==> config.mk <==
export PLATFORM = sky130hd
export DESIGN_NAME = fsp_regs
export DESIGN_NICKNAME = d
export VERILOG_FILES = /design/src/design/fsp_pkg.sv /design/src/design/fsp_key_store.sv /design/src/design/fsp_regs.sv
export SDC_FILE = /design/constraint.sdc
export NUM_CORES = 1
export LEC_CHECK = 0
export BUFFER_PORTS_ARGS = -buffer_cell sky130_fd_sc_hd__buf_2
export CAP_MARGIN = 30
export CORE_MARGIN = 3
export CORE_UTILIZATION = 50
export DETAILED_ROUTE_END_ITERATION = 10
export HOLD_SLACK_MARGIN = 0.03
export PLACE_DENSITY_LB_ADDON = 0.2
export SYNTH_ARGS = -nofsm -noshare
export SYNTH_HDL_FRONTEND = slang
export SYNTH_SLANG_ARGS = --single-unit
==> constraint.sdc <==
create_clock -name i_mclk -period 3.5 [get_ports i_mclk]
set_input_delay 0.525 -clock i_mclk [delete_from_list [all_inputs] [get_ports i_mclk]]
set_output_delay 0.525 -clock i_mclk [all_outputs]
set_load 0.02 [all_outputs]
==> src/design/fsp_pkg.sv <==
// Purpose: Shared constants for the flash security and protection registers.
// Assumes: Avalon-MM slave, 32-bit data, byte addresses, one register per word.
// Notes: Reset values of the shadow registers come from the nonvolatile bytes.

package fsp_pkg;

  // ==========================================================================
  // Register offsets (byte addresses)
  localparam logic [3:0] OFS_OPTION = 4'h0;
  localparam logic [3:0] OFS_CONFIG = 4'h4;
  localparam logic [3:0] OFS_PROTECT = 4'h8;
  localparam logic [3:0] OFS_STATUS = 4'hC;

  // ==========================================================================
  // Option register fields
  localparam int OPT_BACKDOOR_KEY_ENABLE_BIT = 7;
  localparam int OPT_NORED_BIT = 6;
  localparam int OPT_SEC_MSB = 1;
  localparam logic [7:0] OPT_IMPL_MASK = 8'hC3;
  localparam logic [1:0] SEC_UNSECURED = 2'h2;

  // ==========================================================================
  // Configuration register fields
  localparam int CFG_KEY_WRITE_ENABLE_BIT = 5;
  localparam logic [7:0] CFG_IMPL_MASK = 8'hE0;
  localparam logic [7:0] CFG_RESET = 8'h00;

  // ==========================================================================
  // Protection register fields
  localparam int PROT_DIS_BIT = 0;
  localparam int PROT_BLOCK_SHIFT = 9;
  localparam logic [8:0] PROT_BLOCK_FILL = 9'h1FF;

  // ==========================================================================
  // Status register fields
  localparam int STAT_SECURE_BIT = 0;
  localparam int STAT_VIOL_BIT = 1;
  localparam int STAT_MATCH_BIT = 2;

  // ==========================================================================
  // Backdoor key window
  localparam logic [15:0] KEY_BASE_ADDR = 16'hFFB0;
  localparam int KEY_BYTES = 8;

  // ==========================================================================
  // Load sequencer
  typedef enum logic [2:0] {
    FSP_ST_RESET = 3'b001,
    FSP_ST_LOAD = 3'b010,
    FSP_ST_RUN = 3'b100
  } fsp_state_e;

endpackage

==> src/design/fsp_key_store.sv <==
// Purpose: Holds the backdoor comparison bytes written by user firmware.
// Assumes: One byte written per cycle at most; clear wins over a write.
// Notes: Stored key and written mask come straight out of registers.

`timescale 1ns/1ps
`default_nettype none

module fsp_key_store #(
  parameter int NBYTES = 8
) (
  // Clock and reset
  input wire logic i_mclk,
  input wire logic i_nrst,
  // Write side
  input wire logic i_clear,
  input wire logic i_wr_en,
  input wire logic [2:0] i_wr_idx,
  input wire logic [7:0] i_wr_data,
  // Read side
  output logic [8*NBYTES-1:0] o_key,
  output logic [NBYTES-1:0] o_written
);

  // ==========================================================================
  // Storage
  always_ff @(posedge i_mclk or negedge i_nrst) begin
    if (!i_nrst) begin
      o_key <= '0;
      o_written <= '0;
    end else if (i_clear) begin
      o_written <= '0;
    end else if (i_wr_en) begin
      o_key[8*i_wr_idx +: 8] <= i_wr_data;
      o_written[i_wr_idx] <= 1'b1;
    end
  end

endmodule

`default_nettype wire

==> src/design/fsp_regs.sv <==
// Purpose: Flash option, configuration and protection registers with security.
// Assumes: All inputs come from logic on i_mclk; no synchronisers are needed.
// Notes: Nonvolatile option and protection bytes are copied on the second edge after reset release; the key is compared live.
//
// Summary of operation
// Reset loads option register from nonvolatile byte.
// Option bits 5 to 2 read zero.
// Option register readable, writes ignored.
// Key disabled means no backdoor unsecuring.
// Matching eight-byte key unsecures until reset.
// Debug-sourced key bytes are not accepted.
// Option bit 6 disables vector redirection.
// Only security pattern 1:0 means unsecured.
// Secure blocks memory access from unsecured sources.
// Key match or blank check sets 1:0.
// Config bits 7:5 read/write, 4:0 zero.
// Key-write enable steers key-window writes.
// Reset loads protection register from nonvolatile byte.
// Protection writable only by background debug.
// Select field sets unprotected high-end boundary.
// Protection bit 0 disables all protection.
// Protected commands ignored, violation flag set.
// Clearing key-write enable triggers key compare.
// Key-write enable sits at config bit 5.

`timescale 1ns/1ps
`default_nettype none

module fsp_regs (
  // Clock and reset
  input wire logic i_mclk,
  input wire logic i_nrst,
  // Nonvolatile bytes from flash
  input wire logic [7:0] i_nv_option_byte,
  input wire logic [7:0] i_nv_protect_byte,
  input wire logic [63:0] i_nv_backdoor_key,
  // Avalon-MM slave
  input wire logic [3:0] i_address,
  input wire logic i_read,
  input wire logic i_write,
  input wire logic [31:0] i_writedata,
  input wire logic [3:0] i_byteenable,
  input wire logic i_background_debug_mode,
  output logic [31:0] o_readdata,
  output logic o_waitrequest,
  // CPU writes into the flash address space
  input wire logic i_fw_valid,
  input wire logic [15:0] i_fw_addr,
  input wire logic [7:0] i_fw_data,
  input wire logic i_fw_from_debug,
  output logic o_fw_cmd_start,
  output logic [15:0] o_fw_cmd_addr,
  output logic [7:0] o_fw_cmd_data,
  // Registered erase or program commands
  input wire logic i_cmd_valid,
  input wire logic i_cmd_is_modify,
  input wire logic [15:0] i_cmd_addr,
  output logic o_cmd_go,
  output logic o_protection_violation_flag,
  // Blank check outcome
  input wire logic i_blank_check_done,
  input wire logic i_blank_all_erased,
  // Memory access gate
  input wire logic i_mem_req,
  input wire logic i_mem_req_unsecured_src,
  output logic o_mem_grant,
  output logic o_mem_blocked,
  // Status towards the core
  output logic o_secure,
  output logic o_vector_redirect_disable,
  output logic o_loaded
);

  // ==========================================================================
  // State and registers
  fsp_pkg::fsp_state_e state_reg;
  fsp_pkg::fsp_state_e state_next;
  logic [7:0] option_shadow_reg;
  logic [7:0] config_control_reg;
  logic [7:0] protect_shadow_reg;
  logic [1:0] security_state_reg;
  logic viol_reg;
  logic match_seen_reg;
  logic compare_pend_reg;
  logic wait_reg;
  logic [31:0] rdata_reg;
  logic fw_start_reg;
  logic [15:0] fw_addr_reg;
  logic [7:0] fw_data_reg;
  logic cmd_go_reg;
  logic grant_reg;
  logic blocked_reg;
  logic secure_reg;
  logic [63:0] key_stored;
  logic [7:0] key_written;

  // ==========================================================================
  // Load sequencer
  wire load_now = (state_reg == fsp_pkg::FSP_ST_LOAD);
  wire running = (state_reg == fsp_pkg::FSP_ST_RUN);

  always_comb begin
    case (state_reg)
      fsp_pkg::FSP_ST_RESET: state_next = fsp_pkg::FSP_ST_LOAD;
      fsp_pkg::FSP_ST_LOAD: state_next = fsp_pkg::FSP_ST_RUN;
      fsp_pkg::FSP_ST_RUN: state_next = fsp_pkg::FSP_ST_RUN;
      default: state_next = fsp_pkg::FSP_ST_RESET;
    endcase
  end

  always_ff @(posedge i_mclk or negedge i_nrst) begin
    if (!i_nrst) begin
      state_reg <= fsp_pkg::FSP_ST_RESET;
    end else begin
      state_reg <= state_next;
    end
  end

  // ==========================================================================
  // Bus decode
  wire bus_req = i_read || i_write;
  wire bus_fire = bus_req && !wait_reg;
  wire wr_fire = bus_fire && i_write;
  wire be0 = i_byteenable[0];
  wire sel_option = (i_address == fsp_pkg::OFS_OPTION);
  wire sel_config = (i_address == fsp_pkg::OFS_CONFIG);
  wire sel_protect = (i_address == fsp_pkg::OFS_PROTECT);
  wire sel_status = (i_address == fsp_pkg::OFS_STATUS);
  wire [7:0] wbyte = i_writedata[7:0];
  wire wr_config = wr_fire && sel_config && be0;
  wire wr_protect = wr_fire && sel_protect && be0 && i_background_debug_mode;
  wire wr_status = wr_fire && sel_status && be0;
  wire viol_clear = wr_status && wbyte[fsp_pkg::STAT_VIOL_BIT];

  // ==========================================================================
  // Field views
  wire key_enable = option_shadow_reg[fsp_pkg::OPT_BACKDOOR_KEY_ENABLE_BIT];
  wire key_write_enable = config_control_reg[fsp_pkg::CFG_KEY_WRITE_ENABLE_BIT];
  wire protection_disable = protect_shadow_reg[fsp_pkg::PROT_DIS_BIT];
  wire [6:0] protect_boundary_select = protect_shadow_reg[7:1];
  wire [7:0] config_next = wbyte & fsp_pkg::CFG_IMPL_MASK;
  wire key_write_enable_next = config_next[fsp_pkg::CFG_KEY_WRITE_ENABLE_BIT];
  wire key_write_enable_fall = wr_config && key_write_enable && !key_write_enable_next;
  wire key_write_enable_rise = wr_config && !key_write_enable && key_write_enable_next;

  // Security is derived from the live field; only 1:0 is unsecured.
  wire is_secure = (security_state_reg != fsp_pkg::SEC_UNSECURED);

  // ==========================================================================
  // Read data
  wire [7:0] option_view = {option_shadow_reg[7:6], 4'h0,
                            security_state_reg} & fsp_pkg::OPT_IMPL_MASK;
  wire [7:0] status_view = {5'h00, match_seen_reg, viol_reg, is_secure};
  wire [7:0] read_byte = sel_option ? option_view :
                         sel_config ? config_control_reg :
                         sel_protect ? protect_shadow_reg :
                         sel_status ? status_view : 8'h00;

  // ==========================================================================
  // Bus handshake
  // A request is held one cycle with waitrequest high so that read data
  // always leave a register; the write lands on the waitrequest-low edge.
  always_ff @(posedge i_mclk or negedge i_nrst) begin
    if (!i_nrst) begin
      wait_reg <= 1'b1;
      rdata_reg <= 32'h0000_0000;
    end else begin
      wait_reg <= !(bus_req && wait_reg && running);
      if (bus_req && wait_reg && running) begin
        rdata_reg <= {24'h00_0000, read_byte};
      end
    end
  end

  // ==========================================================================
  // Option and protection shadows
  // Writes to the option shadow have no path here at all.
  always_ff @(posedge i_mclk or negedge i_nrst) begin
    if (!i_nrst) begin
      option_shadow_reg <= 8'h00;
      protect_shadow_reg <= 8'h00;
    end else if (load_now) begin
      option_shadow_reg <= i_nv_option_byte & fsp_pkg::OPT_IMPL_MASK;
      protect_shadow_reg <= i_nv_protect_byte;
    end else if (wr_protect) begin
      protect_shadow_reg <= wbyte;
    end
  end

  // ==========================================================================
  // Configuration register
  always_ff @(posedge i_mclk or negedge i_nrst) begin
    if (!i_nrst) begin
      config_control_reg <= fsp_pkg::CFG_RESET;
    end else if (wr_config) begin
      config_control_reg <= config_next;
    end
  end

  // ==========================================================================
  // Key window steering
  wire in_key_window = (i_fw_addr[15:3] == fsp_pkg::KEY_BASE_ADDR[15:3]);
  wire key_path = i_fw_valid && in_key_window && key_write_enable;
  wire key_wr = key_path && !i_fw_from_debug;
  wire fw_to_cmd = i_fw_valid && !key_path;

  fsp_key_store #(
    .NBYTES(fsp_pkg::KEY_BYTES)
  ) u_key_store (
    .i_mclk(i_mclk),
    .i_nrst(i_nrst),
    .i_clear(key_write_enable_rise),
    .i_wr_en(key_wr),
    .i_wr_idx(i_fw_addr[2:0]),
    .i_wr_data(i_fw_data),
    .o_key(key_stored),
    .o_written(key_written)
  );

  always_ff @(posedge i_mclk or negedge i_nrst) begin
    if (!i_nrst) begin
      fw_start_reg <= 1'b0;
      fw_addr_reg <= 16'h0000;
      fw_data_reg <= 8'h00;
    end else begin
      fw_start_reg <= fw_to_cmd && running;
      if (fw_to_cmd) begin
        fw_addr_reg <= i_fw_addr;
        fw_data_reg <= i_fw_data;
      end
    end
  end

  // ==========================================================================
  // Key comparison
  // The compare waits one cycle so a byte written alongside the clearing
  // of key-write enable is already in the store.
  wire key_full = &key_written;
  wire key_equal = (key_stored == i_nv_backdoor_key);
  wire key_match = compare_pend_reg && key_enable && key_full && key_equal;
  wire blank_unlock = i_blank_check_done && i_blank_all_erased;

  always_ff @(posedge i_mclk or negedge i_nrst) begin
    if (!i_nrst) begin
      compare_pend_reg <= 1'b0;
      match_seen_reg <= 1'b0;
    end else begin
      compare_pend_reg <= key_write_enable_fall;
      if (key_match) begin
        match_seen_reg <= 1'b1;
      end
    end
  end

  // ==========================================================================
  // Security field
  // Unsecuring lasts only until the next reset reloads the nonvolatile code.
  always_ff @(posedge i_mclk or negedge i_nrst) begin
    if (!i_nrst) begin
      security_state_reg <= 2'h0;
    end else if (load_now) begin
      security_state_reg <= i_nv_option_byte[fsp_pkg::OPT_SEC_MSB:0];
    end else if (key_match || blank_unlock) begin
      security_state_reg <= fsp_pkg::SEC_UNSECURED;
    end
  end

  // ==========================================================================
  // Protection check
  wire [15:0] boundary = {protect_boundary_select, fsp_pkg::PROT_BLOCK_FILL};
  wire in_protected = (i_cmd_addr > boundary) && !protection_disable;
  wire cmd_bad = i_cmd_valid && i_cmd_is_modify && in_protected;
  wire cmd_ok = i_cmd_valid && !cmd_bad && running;

  always_ff @(posedge i_mclk or negedge i_nrst) begin
    if (!i_nrst) begin
      viol_reg <= 1'b0;
      cmd_go_reg <= 1'b0;
    end else begin
      cmd_go_reg <= cmd_ok;
      if (cmd_bad) begin
        viol_reg <= 1'b1;
      end else if (viol_clear) begin
        viol_reg <= 1'b0;
      end
    end
  end

  // ==========================================================================
  // Memory access gate
  wire mem_block = i_mem_req && i_mem_req_unsecured_src && is_secure;

  always_ff @(posedge i_mclk or negedge i_nrst) begin
    if (!i_nrst) begin
      grant_reg <= 1'b0;
      blocked_reg <= 1'b0;
      secure_reg <= 1'b1;
    end else begin
      grant_reg <= i_mem_req && !mem_block && running;
      blocked_reg <= i_mem_req && (mem_block || !running);
      secure_reg <= is_secure || !running;
    end
  end

  // ==========================================================================
  // Outputs
  assign o_readdata = rdata_reg;
  assign o_waitrequest = wait_reg;
  assign o_fw_cmd_start = fw_start_reg;
  assign o_fw_cmd_addr = fw_addr_reg;
  assign o_fw_cmd_data = fw_data_reg;
  assign o_cmd_go = cmd_go_reg;
  assign o_protection_violation_flag = viol_reg;
  assign o_mem_grant = grant_reg;
  assign o_mem_blocked = blocked_reg;
  assign o_secure = secure_reg;
  assign o_vector_redirect_disable = option_shadow_reg[fsp_pkg::OPT_NORED_BIT];
  assign o_loaded = state_reg[2];

endmodule

`default_nettype wire

### Word-level counts from Yosys, hierarchy flattened

Index checks and enable logic that the tools add are counted.

* bits in registers: 133
* input port bits: 173
* output and inout port bits: 65
* word-level logic and storage cells: 110

* add/sub/neg operators: 1
* order comparisons: 3
* equal/unequal tests: 9
* shifts and indexed selects: 2
* multiplexer cells: 16
* bitwise operators: 2
* reductions and logical operators: 58

Operator list (count)
* 64-bit bitwise mux: 1
* 64-bit == test: 1
* 8-bit by 34-bit variable shift with 64-bit output, first input constant: 1
* 8-bit by 34-bit variable part select with 64-bit output: 1
* 8-bit 2-to-1 mux: 7
* 1-bit logical AND: 36
* 6-bit negator with 34-bit output: 1
* 16-bit > comparator: 1
* 13-bit == test, second input constant: 1
* 1-bit logical NOT: 10
* 4-bit == test, second input constant: 2
* 8-bit bitwise OR: 1
* 8-bit AND reduction: 1
* 2-bit nonzero test: 4
* 3-bit one-hot mux with 2 select lines: 1
* 4-bit by 3-bit == test with 1-bit output, second input constant: 1
* 4-bit logical NOT: 1
* 1-bit logical OR: 4
* 3-bit by 4-bit < comparator with 1-bit output, second input constant: 1
* 2-bit 2-to-1 mux: 2
* 1-bit demux with 3-bit select: 1
* 3-bit by 1-bit == test with 1-bit output, second input constant: 1
* 3-bit by 2-bit == test with 1-bit output, second input constant: 1
* 3-bit == test, second input constant: 1
* other kinds (7): 9

### Logic depth before layout (Yosys ltp)

Gate-level depths: netlist of run 1.

* depth after elaboration: 9
* gate-level depth with buffers: 9
* depth with buffers taken out: 8

### By module

A second synthesis of run 1 with hierarchy kept.

* cells, all modules: 575
* area, all modules: 6745.2 um2

By module, submodules not included
* fsp_regs: instances 1, cells each 365, area an instance 3608.5 um2, sequential area each 1480.2 um2
* fsp_key_store: instances 1, cells each 210, area an instance 3136.8 um2, sequential area each 1801.7 um2

### Least setup slack after synthesis of run 1

No wires, ideal clock.

* kind: input-to-reg
* start: input port i_fw_addr[0]
* end: register u_key_store.o_key[38]
* library setup time: 131 ps
* arrival: 1985 ps
* data required time: 3369 ps
* slack: 1384 ps
* stages on the path: 9
* path buffers: 2
* cells stage by stage: inv_1 -> ha_1 -> ha_1 -> nor2_1 -> clkbuf_1 -> nand4_1 -> clkbuf_1 -> nand2_1 -> o21ai_0

* word-level cells in the longest chain between the ends: 3
* elaborated cells between the ends (all ways): 4
* those cells by class: add/sub: 1; shift: 2; mux: 1

Ends and longest elaborated chain
* start: declaration: line fsp_regs.sv:48 `input wire logic [15:0] i_fw_addr,`
* 6-bit negator with 34-bit output (*): line fsp_key_store.sv:33 `o_key[8*i_wr_idx +: 8] <= i_wr_data;`
* 8-bit by 34-bit variable part select with 64-bit output / 8-bit by 34-bit variable shift with 64-bit output (equally long branches): line fsp_key_store.sv:33
* 64-bit bitwise mux (*): line fsp_key_store.sv:33
* end signal: indexed assignment: line fsp_key_store.sv:33
* end: declaration: line fsp_key_store.sv:20 `output logic [8*NBYTES-1:0] o_key,`

Mark *: on every way between the ends. The rest lies on a longest branch, timed or not.
A chain may end at the register's enable or synchronous reset.

### Final worst setup path of run 1

* start: register config_control_reg[5]
* end: register u_key_store.o_key[0]

* word-level cells in the longest chain between the ends: 5
* elaborated cells between the ends (all ways): 7
* those cells by class: bitwise: 1; reduce/logical: 6

Ends and longest elaborated chain
* start: declaration: line fsp_regs.sv:79 `logic [7:0] config_control_reg;`
* start signal: assignment: line fsp_regs.sv:194 `config_control_reg <= fsp_pkg::CFG_RESET;`
* start signal: assignment: line fsp_regs.sv:196 `config_control_reg <= config_next;`
* 1-bit logical NOT: line fsp_regs.sv:144 `wire key_write_enable_rise = wr_config && !key_write_enable && key_write_enable_next;`
* 1-bit logical AND (2 in series): line fsp_regs.sv:144
* 1-bit inverter (no line)
* 2-bit AND reduction (no line) (*)

Marked as above.

==> results of run 1 <==
per-layer routing:
| layer | up-vias | share of wire, % | wire, um | global-route usage, % |
|---|---|---|---|---|
| li1 | 2387 | - | - | - |
| met2 | 227 | 47 | 7610 | 36.3 |
| met3 | 25 | 8.6 | 1390 | 7.51 |
| met4 | 2 | 1.5 | 245 | 8.64 |
| met1 | 2377 | 43 | 6840 | 31.2 |
| met5 | - | 0.044 | 7 | 0 |
through the flow:
stage               power [W]  hold slack (ps)
finish                0.00394             93.5
global route          0.00409              134
CTS                   0.00396              111
detailed placement    0.00207              459
global placement      0.00205              445
floorplan             0.00187              229
power by group:
part / switching [W] / internal, W
sequential: 0.0000352 / 0.00157
clock: 0.000631 / 0.00126
combinational: 0.000261 / 0.000174
final cells by class:
class	instances	area, um2	share of cell area (%)
sequential	131	3280	41.1
multi-input combinational	422	2780	34.8
timing repair buffer	192	1000	12.5
clock buffer	23	488	6.11
tap	168	210	2.63
clock inverter	9	150	1.88
inverter	19	71.3	0.893
worst max-delay path: cells and delay by family (launching register included):
| family | cells | cell delay (ps) |
|---|---|---|
| mux | 1 | 350 |
| flops | 1 | 450 |
| simple gates | 5 | 1320 |
worst max-delay path by stage:
stage                                            startpoint                           endpoint  slack (ps)  cells after the start
after floorplan                                i_fw_addr[0]  u_key_store.o_key[38]$_DFFE_PN0P_        1380                      9
after global placement                         i_fw_addr[6]   u_key_store.o_key[6]$_DFFE_PN0P_        1010                      7
after detailed placement                       i_fw_addr[6]   u_key_store.o_key[6]$_DFFE_PN0P_         980                      7
after CTS                 config_control_reg[5]$_DFFE_PN0N_   u_key_store.o_key[0]$_DFFE_PN0P_        1250                      6
after global routing      config_control_reg[5]$_DFFE_PN0N_   u_key_store.o_key[4]$_DFFE_PN0P_        1070                      6
final                     config_control_reg[5]$_DFFE_PN0N_   u_key_store.o_key[0]$_DFFE_PN0P_        1250                      6
Yosys cell counts, types with 3 or more instances:
| master | count | area (um2) |
|---|---|---|
| and2_1 | 4 | 25.0 |
| nand4_1 | 18 | 113 |
| nand3_1 | 5 | 25.0 |
| nor3b_1 | 3 | 22.5 |
| nand2_1 | 92 | 345 |
| nor2b_1 | 5 | 31.3 |
| dfrtp_1 | 128 | 3200 |
| nor4_1 | 11 | 68.8 |
| mux2i_1 | 11 | 110 |
| clkbuf_1 | 11 | 41.3 |
| buf_4 | 25 | 188 |
| inv_1 | 19 | 71.3 |
| buf_2 | 4 | 20.0 |
| o21ai_0 | 58 | 290 |
| a21o_1 | 3 | 22.5 |
| xor2_1 | 37 | 324 |
| mux2_2 | 49 | 552 |
| nor3_1 | 4 | 20.0 |
| nor2_1 | 21 | 78.8 |
| ha_1 | 9 | 113 |
| a22o_1 | 5 | 43.8 |
| and3_1 | 4 | 25.0 |
| xnor2_1 | 22 | 193 |
| dfstp_2 | 3 | 78.8 |
| a21oi_1 | 10 | 50.1 |
logic make-up (layout without fill, tap and decap cells):
group / Yosys count / count (layout)
mux: 60 / 60
flops: 131 / 131
buf+inv: 60 / 243
other cells: 1 / 24
simple gates: 180 / 180
compound gates: 90 / 90
fa+ha+maj: 9 / 9
xor+xnor: 59 / 59
==> summary.md, run 1 <==
| Metric | Value |
|---|---|
| Status | `completed` |
| Root buffer cell | `clkbuf_16` |
| Layout cells sized above 1 | `35.3%` |
| Largest net degree at the start of global routing | `92` |
| Clock buffers created by TritonCTS | `17` |
| Largest family of logic cells by synthesized area | `simple AND/OR/NAND/NOR gates` |
| # port buffers | `182` |
| DR pass1 iterations | `6` |
| R2R Setup Slk | `1250 ps` |
| IO Count | `238` |
| Worst Path Arrival | `between 2000 and 3000 ps` |
| Total Wirelength | `16100 um` |
| DR WL/cell | `16.7 um` |
| Reg clk slew, reported paths | `50 ps` |
| CP Max Fanout | `8` |
| CP max stage delay | `450 ps` |
| Ys async rst share | `100%` |
| Global-route wire length before repair | `25600 um` |
| Commonest register cell after synthesis | `dfrtp_1` |
| Max Freq | `approximately 450 MHz` |
| Cells after Synth | `590` |
| Min-delay worst type | `in -> async` |
| Placed insts | `932` |
| Critical Path Start Type | `flip-flop` |
| Post-Synth XOR/XNOR Area | `8.21%` |
| Layout fillers | `1022` |
| Crit Path Class | `reg -> reg` |
| Synthesis-stage register bit count | `131` |
| Fin util | `65.7%` |
| Worst-Skew Late Latency | `420 ps` |
| Initial Util | `51.8%` |
| CP required | `about 3800 ps` |
| Detailed Route Iter0 Violations | `308` |
| ANT cells | `0` |
| Tmin final | `approximately 2200 ps` |
| Worst IR Drop VDD | `301 uV` |
| Final Hold Viols | `0` |
| Mux share of post-synthesis cell area | `a little over a tenth` |
| Period utilisation layout | `64.2%` |
| Cts hold-fix bufs | `0` |
| Max-cap violations | `0` |
| Die height | `~120 um` |
| Vias per std cell | `5.21` |
| Htree depth | `4` |
| Worst-margin pin slew | `907 ps` |
| Pleak | `3.98 nW` |
| Worst R2R Start | `config_control_reg[5]$_DFFE_PN0N_` |
| Post-synthesis adder-cell area fraction | `1.79%` |
| DP HPWL | `approximately 12000 um` |
| Routed Antenna Nets | `0` |
| FF-to-FF End | `u_key_store.o_key[0]$_DFFE_PN0P_` |
| Biggest register | `u_key_store.o_key` |
| Clock Path Buffers | `2` |
| Total number of vias | `5018` |
| Die area | `14000 um2` |
| Vias in the first global route | `approximately 5.1k` |
| Final Non-Filler Cells | `964` |
| Post-route cell area | `7990 um2` |
| Setup TNS | `0 ps` |
| Netlist cell types | `48` |
| Simple-Gate Fraction of Synth Area | `13.9%` |
| Avg Inst Size Synth | `10.7 um2` |
| Setup Buffers After CTS | `0` |
| Worst slew margin | `39.2%` |
| Final worst slack | `about 1300 ps` |
| Pwr per Cell Area | `about 490 nW/um2` |
| Synth-to-Final Area Change | `26.8%` |
| Core Rows | `40` |
| Crit-path cells | `nand4b_1 > nor4_2 > and2b_2 > and2_0 > nand4_4 > mux2_2` |
| Commonest non-fill, non-tap cells in the layout | `buf_2 (181), dfrtp_1 (128), nand2_1 (92), o21ai_0 (58), mux2_2 (49)` |
| Commonest non-fill, non-tap cell in the layout | `buf_2` |
| Dpl ws | `about 980 ps` |
| Post_cts resized | `0` |
| Worst Skew | `between 6 and 7 ps` |
| Syn. warnings | `0` |
| CTS tree | `yes` |
| Die X-Extent | `118 um` |
| FF-to-FF path depth | `6` |
| RSZ-0062 raised after global routing | `false` |
| Total grt overflow | `0` |
| Initial antenna violation count | `1` |
| DRC Markers | `0` |
| Clock sink total | `131` |
| GPL Wtd Cong | `just under 0.9` |
| Synth Cell Area | `6300 um2` |
| Synth Area in Compound Gates | `slightly above 8%` |
| GRT Resource Usage Total | `23.5%` |
| CP max-delay cell | `dfrtp_1` |
| Sequential element share of the synthesized area | `52.1%` |
| Fin. max-slew vios | `0` |
| DP Area | `7350 um2` |
| Core footprint | `12200 um2` |
| Number of synthesized flops with an enable pin | `0` |
| Worst setup EP type | `flip-flop` |
| Fin nets | `approximately 970` |
| Max FFs per register | `64` |
| Final setup fails | `0` |
No activity file was read; power rests on OpenSTA's default activity.
==> run 2, diff against run 1 <==
--- a/config.mk
+++ b/config.mk
@@ -8,7 +8,7 @@
 export BUFFER_PORTS_ARGS = -buffer_cell sky130_fd_sc_hd__buf_2
 export CAP_MARGIN = 30
 export CORE_MARGIN = 3
-export CORE_UTILIZATION = 50
+export CORE_UTILIZATION = 45
 export DETAILED_ROUTE_END_ITERATION = 10
 export HOLD_SLACK_MARGIN = 0.03
 export PLACE_DENSITY_LB_ADDON = 0.2
==> constraint.sdc (replaced) <==
create_clock -name i_mclk -period 1.83 [get_ports i_mclk]
set_input_delay 0.2745 -clock i_mclk [delete_from_list [all_inputs] [get_ports i_mclk]]
set_output_delay 0.2745 -clock i_mclk [all_outputs]
set_load 0.02 [all_outputs]
==> summary.md, run 2 (same netlist as run 1, synthesis figures left out) <==
| Metric | Value |
|---|---|
| DP HPWL | `12900 um (+5.4%)` |
| Worst-Skew Late Latency | `410 ps (about the same)` |
| Crit-path cells | `xor2_1 > nor4_1 > buf_4 > nand4_1 > nor4_2 > buf_4 > nand4_1 > a32o_1` |
| WHS Endpoint | `compare_pend_reg$_DFF_PN0_` |
| Failing checks | `negative setup slack` |
| Clock sink total | `131 (unchanged)` |
| DP Area | `7640 um2 (+4.0%)` |
| Worst setup EP type | `flip-flop` |
| Max Freq | `477 MHz (+7.1%)` |
| Worst R2R Start | `u_key_store.o_key[18]$_DFFE_PN0P_` |
| R2R Setup Slk | `-270 ps (-1520 ps)` |
| Layout cells sized above 1 | `38.8% (+3.5 points)` |
| FF-to-FF path depth | `8 (+2)` |
| CP max-delay cell | `dfrtp_1` |
| FF-to-FF End | `security_state_reg[0]$_DFFE_PN0P_` |
| Worst IR Drop VDD | `739 uV (+150%)` |
| Commonest non-fill, non-tap cell in the layout | `buf_2` |
| Critical Path Start Type | `flip-flop` |
| Worst Skew | `6.50 ps (+0.334 ps)` |
| Die X-Extent | `124 um (+5.1%)` |
| Die area | `15400 um2 (+11%)` |
| Global-route wire length before repair | `27100 um (+5.7%)` |
| Clock buffers created by TritonCTS | `17 (unchanged)` |
| CP bufs+invs | `2 (+2)` |
| CTS tree | `yes` |
| Pleak | `4.17 nW (+4.9%)` |
| Final Hold Viols | `0 (unchanged)` |
| Root buffer cell | `clkbuf_16` |
| Pwr per Cell Area | `881 nW/um2 (+79%)` |
| Die height | `124 um (+5.1%)` |
| Biggest register | `u_key_store.o_key` |
| Worst Path Arrival | `2400 ps (-140 ps)` |
| CP required | `2130 ps (-1660 ps)` |
| Core footprint | `13500 um2 (+11%)` |
| # port buffers | `182 (unchanged)` |
| Synth-to-Final Area Change | `32.1%` |
| CP Max Fanout | `3 (-5)` |
| Period utilisation layout | `115% (+50 points)` |
| Max-cap violations | `0 (unchanged)` |
| Status | `complete, but fails checks` |
| Routed Antenna Nets | `0 (unchanged)` |
| Clock Path Buffers | `2 (unchanged)` |
| DRC Markers | `0 (unchanged)` |
| Max FFs per register | `64 (unchanged)` |
| Final worst slack | `-267 ps (-1520 ps)` |
| Vias in the first global route | `5311 (+4.6%)` |
| IO Count | `238 (unchanged)` |
| Vias per std cell | `5.10 (-2.1%)` |
| Fin. max-slew vios | `0 (unchanged)` |
| Reg clk slew, reported paths | `50 ps (about the same)` |
| Worst-margin pin slew | `595 ps (-313 ps)` |
| Htree depth | `4 (unchanged)` |
| CP max stage delay | `390 ps (-60 ps)` |
| RSZ-0062 raised after global routing | `true` |
| Total Wirelength | `16900 um (+5.3%)` |
| GRT Resource Usage Total | `22.1% (-1.5 points)` |
| Detailed Route Iter0 Violations | `251 (-19%)` |
| DR pass1 iterations | `5 (-1)` |
| CP delay by family, top | `simple AND/OR/NAND/NOR gates` |
| Post-route cell area | `8320 um2 (+4.2%)` |
| WHS Path Cells | `2` |
| Hold Path Origin | `i_writedata[5]` |
| Initial Util | `46.8% (-5.0 points)` |
| Largest net degree at the start of global routing | `51 (-45%)` |
| GPL Wtd Cong | `0.823 (-6.7%)` |
| Total number of vias | `5162 (+2.9%)` |
| Layout fillers | `1171 (+15%)` |
| Fin nets | `1005 (+4.1%)` |
| Min-delay worst type | `in -> reg` |
| Worst slew margin | `60.2% (+21 points)` |
| Crit Path Class | `reg -> reg` |
| Final setup fails | `3 (+3)` |
| Commonest non-fill, non-tap cells in the layout | `buf_2 (182), dfrtp_1 (128), nand2_1 (91), o21ai_0 (57), mux2_2 (48)` |
| DR WL/cell | `16.7 um (+0.17%)` |
| Total grt overflow | `0 (unchanged)` |
| Core Rows | `42 (+5.0%)` |
| Initial antenna violation count | `2 (+1)` |
| Worst Hold Slack | `64.5 ps (-29.0 ps)` |
| Tmin final | `2100 ps (-150 ps)` |
## run 2: power breakdown
group / total [W] / switching, W / internal (W)
logic: 0.000913 / 0.000523 / 0.000390
registers: 0.00307 / 0.0000641 / 0.00301
clock network: 0.00335 / 0.00121 / 0.00214
## run 2: metal layers
layer,GRT usage [%],vias up,wire length (um)
li1,-,2473,-
met1,30.0,2467,7530
met2,34.0,193,7970
met3,6.05,27,1120
met4,8.06,2,311
met5,0,-,13
## run 2: how the worst max path moves through the flow
stage | startpoint | to | slack [ps] | cells past startpoint
after global placement | i_nv_backdoor_key[56] | security_state_reg[0]$_DFFE_PN0P_ | -390 | 9
after detailed placement | i_nv_backdoor_key[56] | security_state_reg[0]$_DFFE_PN0P_ | -410 | 9
after CTS | u_key_store.o_key[18]$_DFFE_PN0P_ | security_state_reg[0]$_DFFE_PN0P_ | -290 | 8
final | u_key_store.o_key[18]$_DFFE_PN0P_ | security_state_reg[0]$_DFFE_PN0P_ | -270 | 8
after global routing | u_key_store.o_key[18]$_DFFE_PN0P_ | security_state_reg[0]$_DFFE_PN0P_ | -420 | 8
after floorplan | i_fw_addr[0] | u_key_store.o_key[38]$_DFFE_PN0P_ | 80 | 9
## run 2: metrics by stage
stage | worst slack [ps] | power, W | TNS (ps) | cells | util, %
floorplan | 75.6 | 0.00357 | 0 | 613 | -
global placement | -388 | 0.00399 | -2860 | 973 | 56.8
detailed placement | -414 | 0.00402 | -4170 | 973 | 56.8
CTS | -290 | 0.00740 | -744 | 1009 | 61.5
global route | -421 | 0.00765 | -1490 | 1013 | 61.8
finish | -267 | 0.00733 | -666 | 1013 | 61.8
## run 2: timing repair
item | 4_1_cts | 5_1_grt
resized for setup | 4 | 6
endpoints found under the setup margin | 21 | 28
hold buffers | 1 | 0
pin swaps | 5 | 2
hold endpoints to repair | 30 | 0
cloned | 0 | 1
setup buffers | 3 | 3
## run 2: layout make-up
cell class / count / area, um2 / area share, %
antenna: 1 / 2.50 / 0.0301
clock buffer: 23 / 488 / 5.87
clock inverter: 9 / 103 / 1.23
inverter: 19 / 71.3 / 0.857
multi-input combinational: 422 / 2800 / 33.7
sequential: 131 / 3280 / 39.4
tap: 176 / 220 / 2.65
timing repair buffer: 232 / 1350 / 16.2
## run 2: worst reg2reg max path, cell delays in order, from the launching register on
cell and delay [ps]:
dfrtp_1 390, xor2_1 150, nor4_1 290, buf_4 170
nand4_1 100, nor4_2 330, buf_4 160, nand4_1 140
a32o_1 260
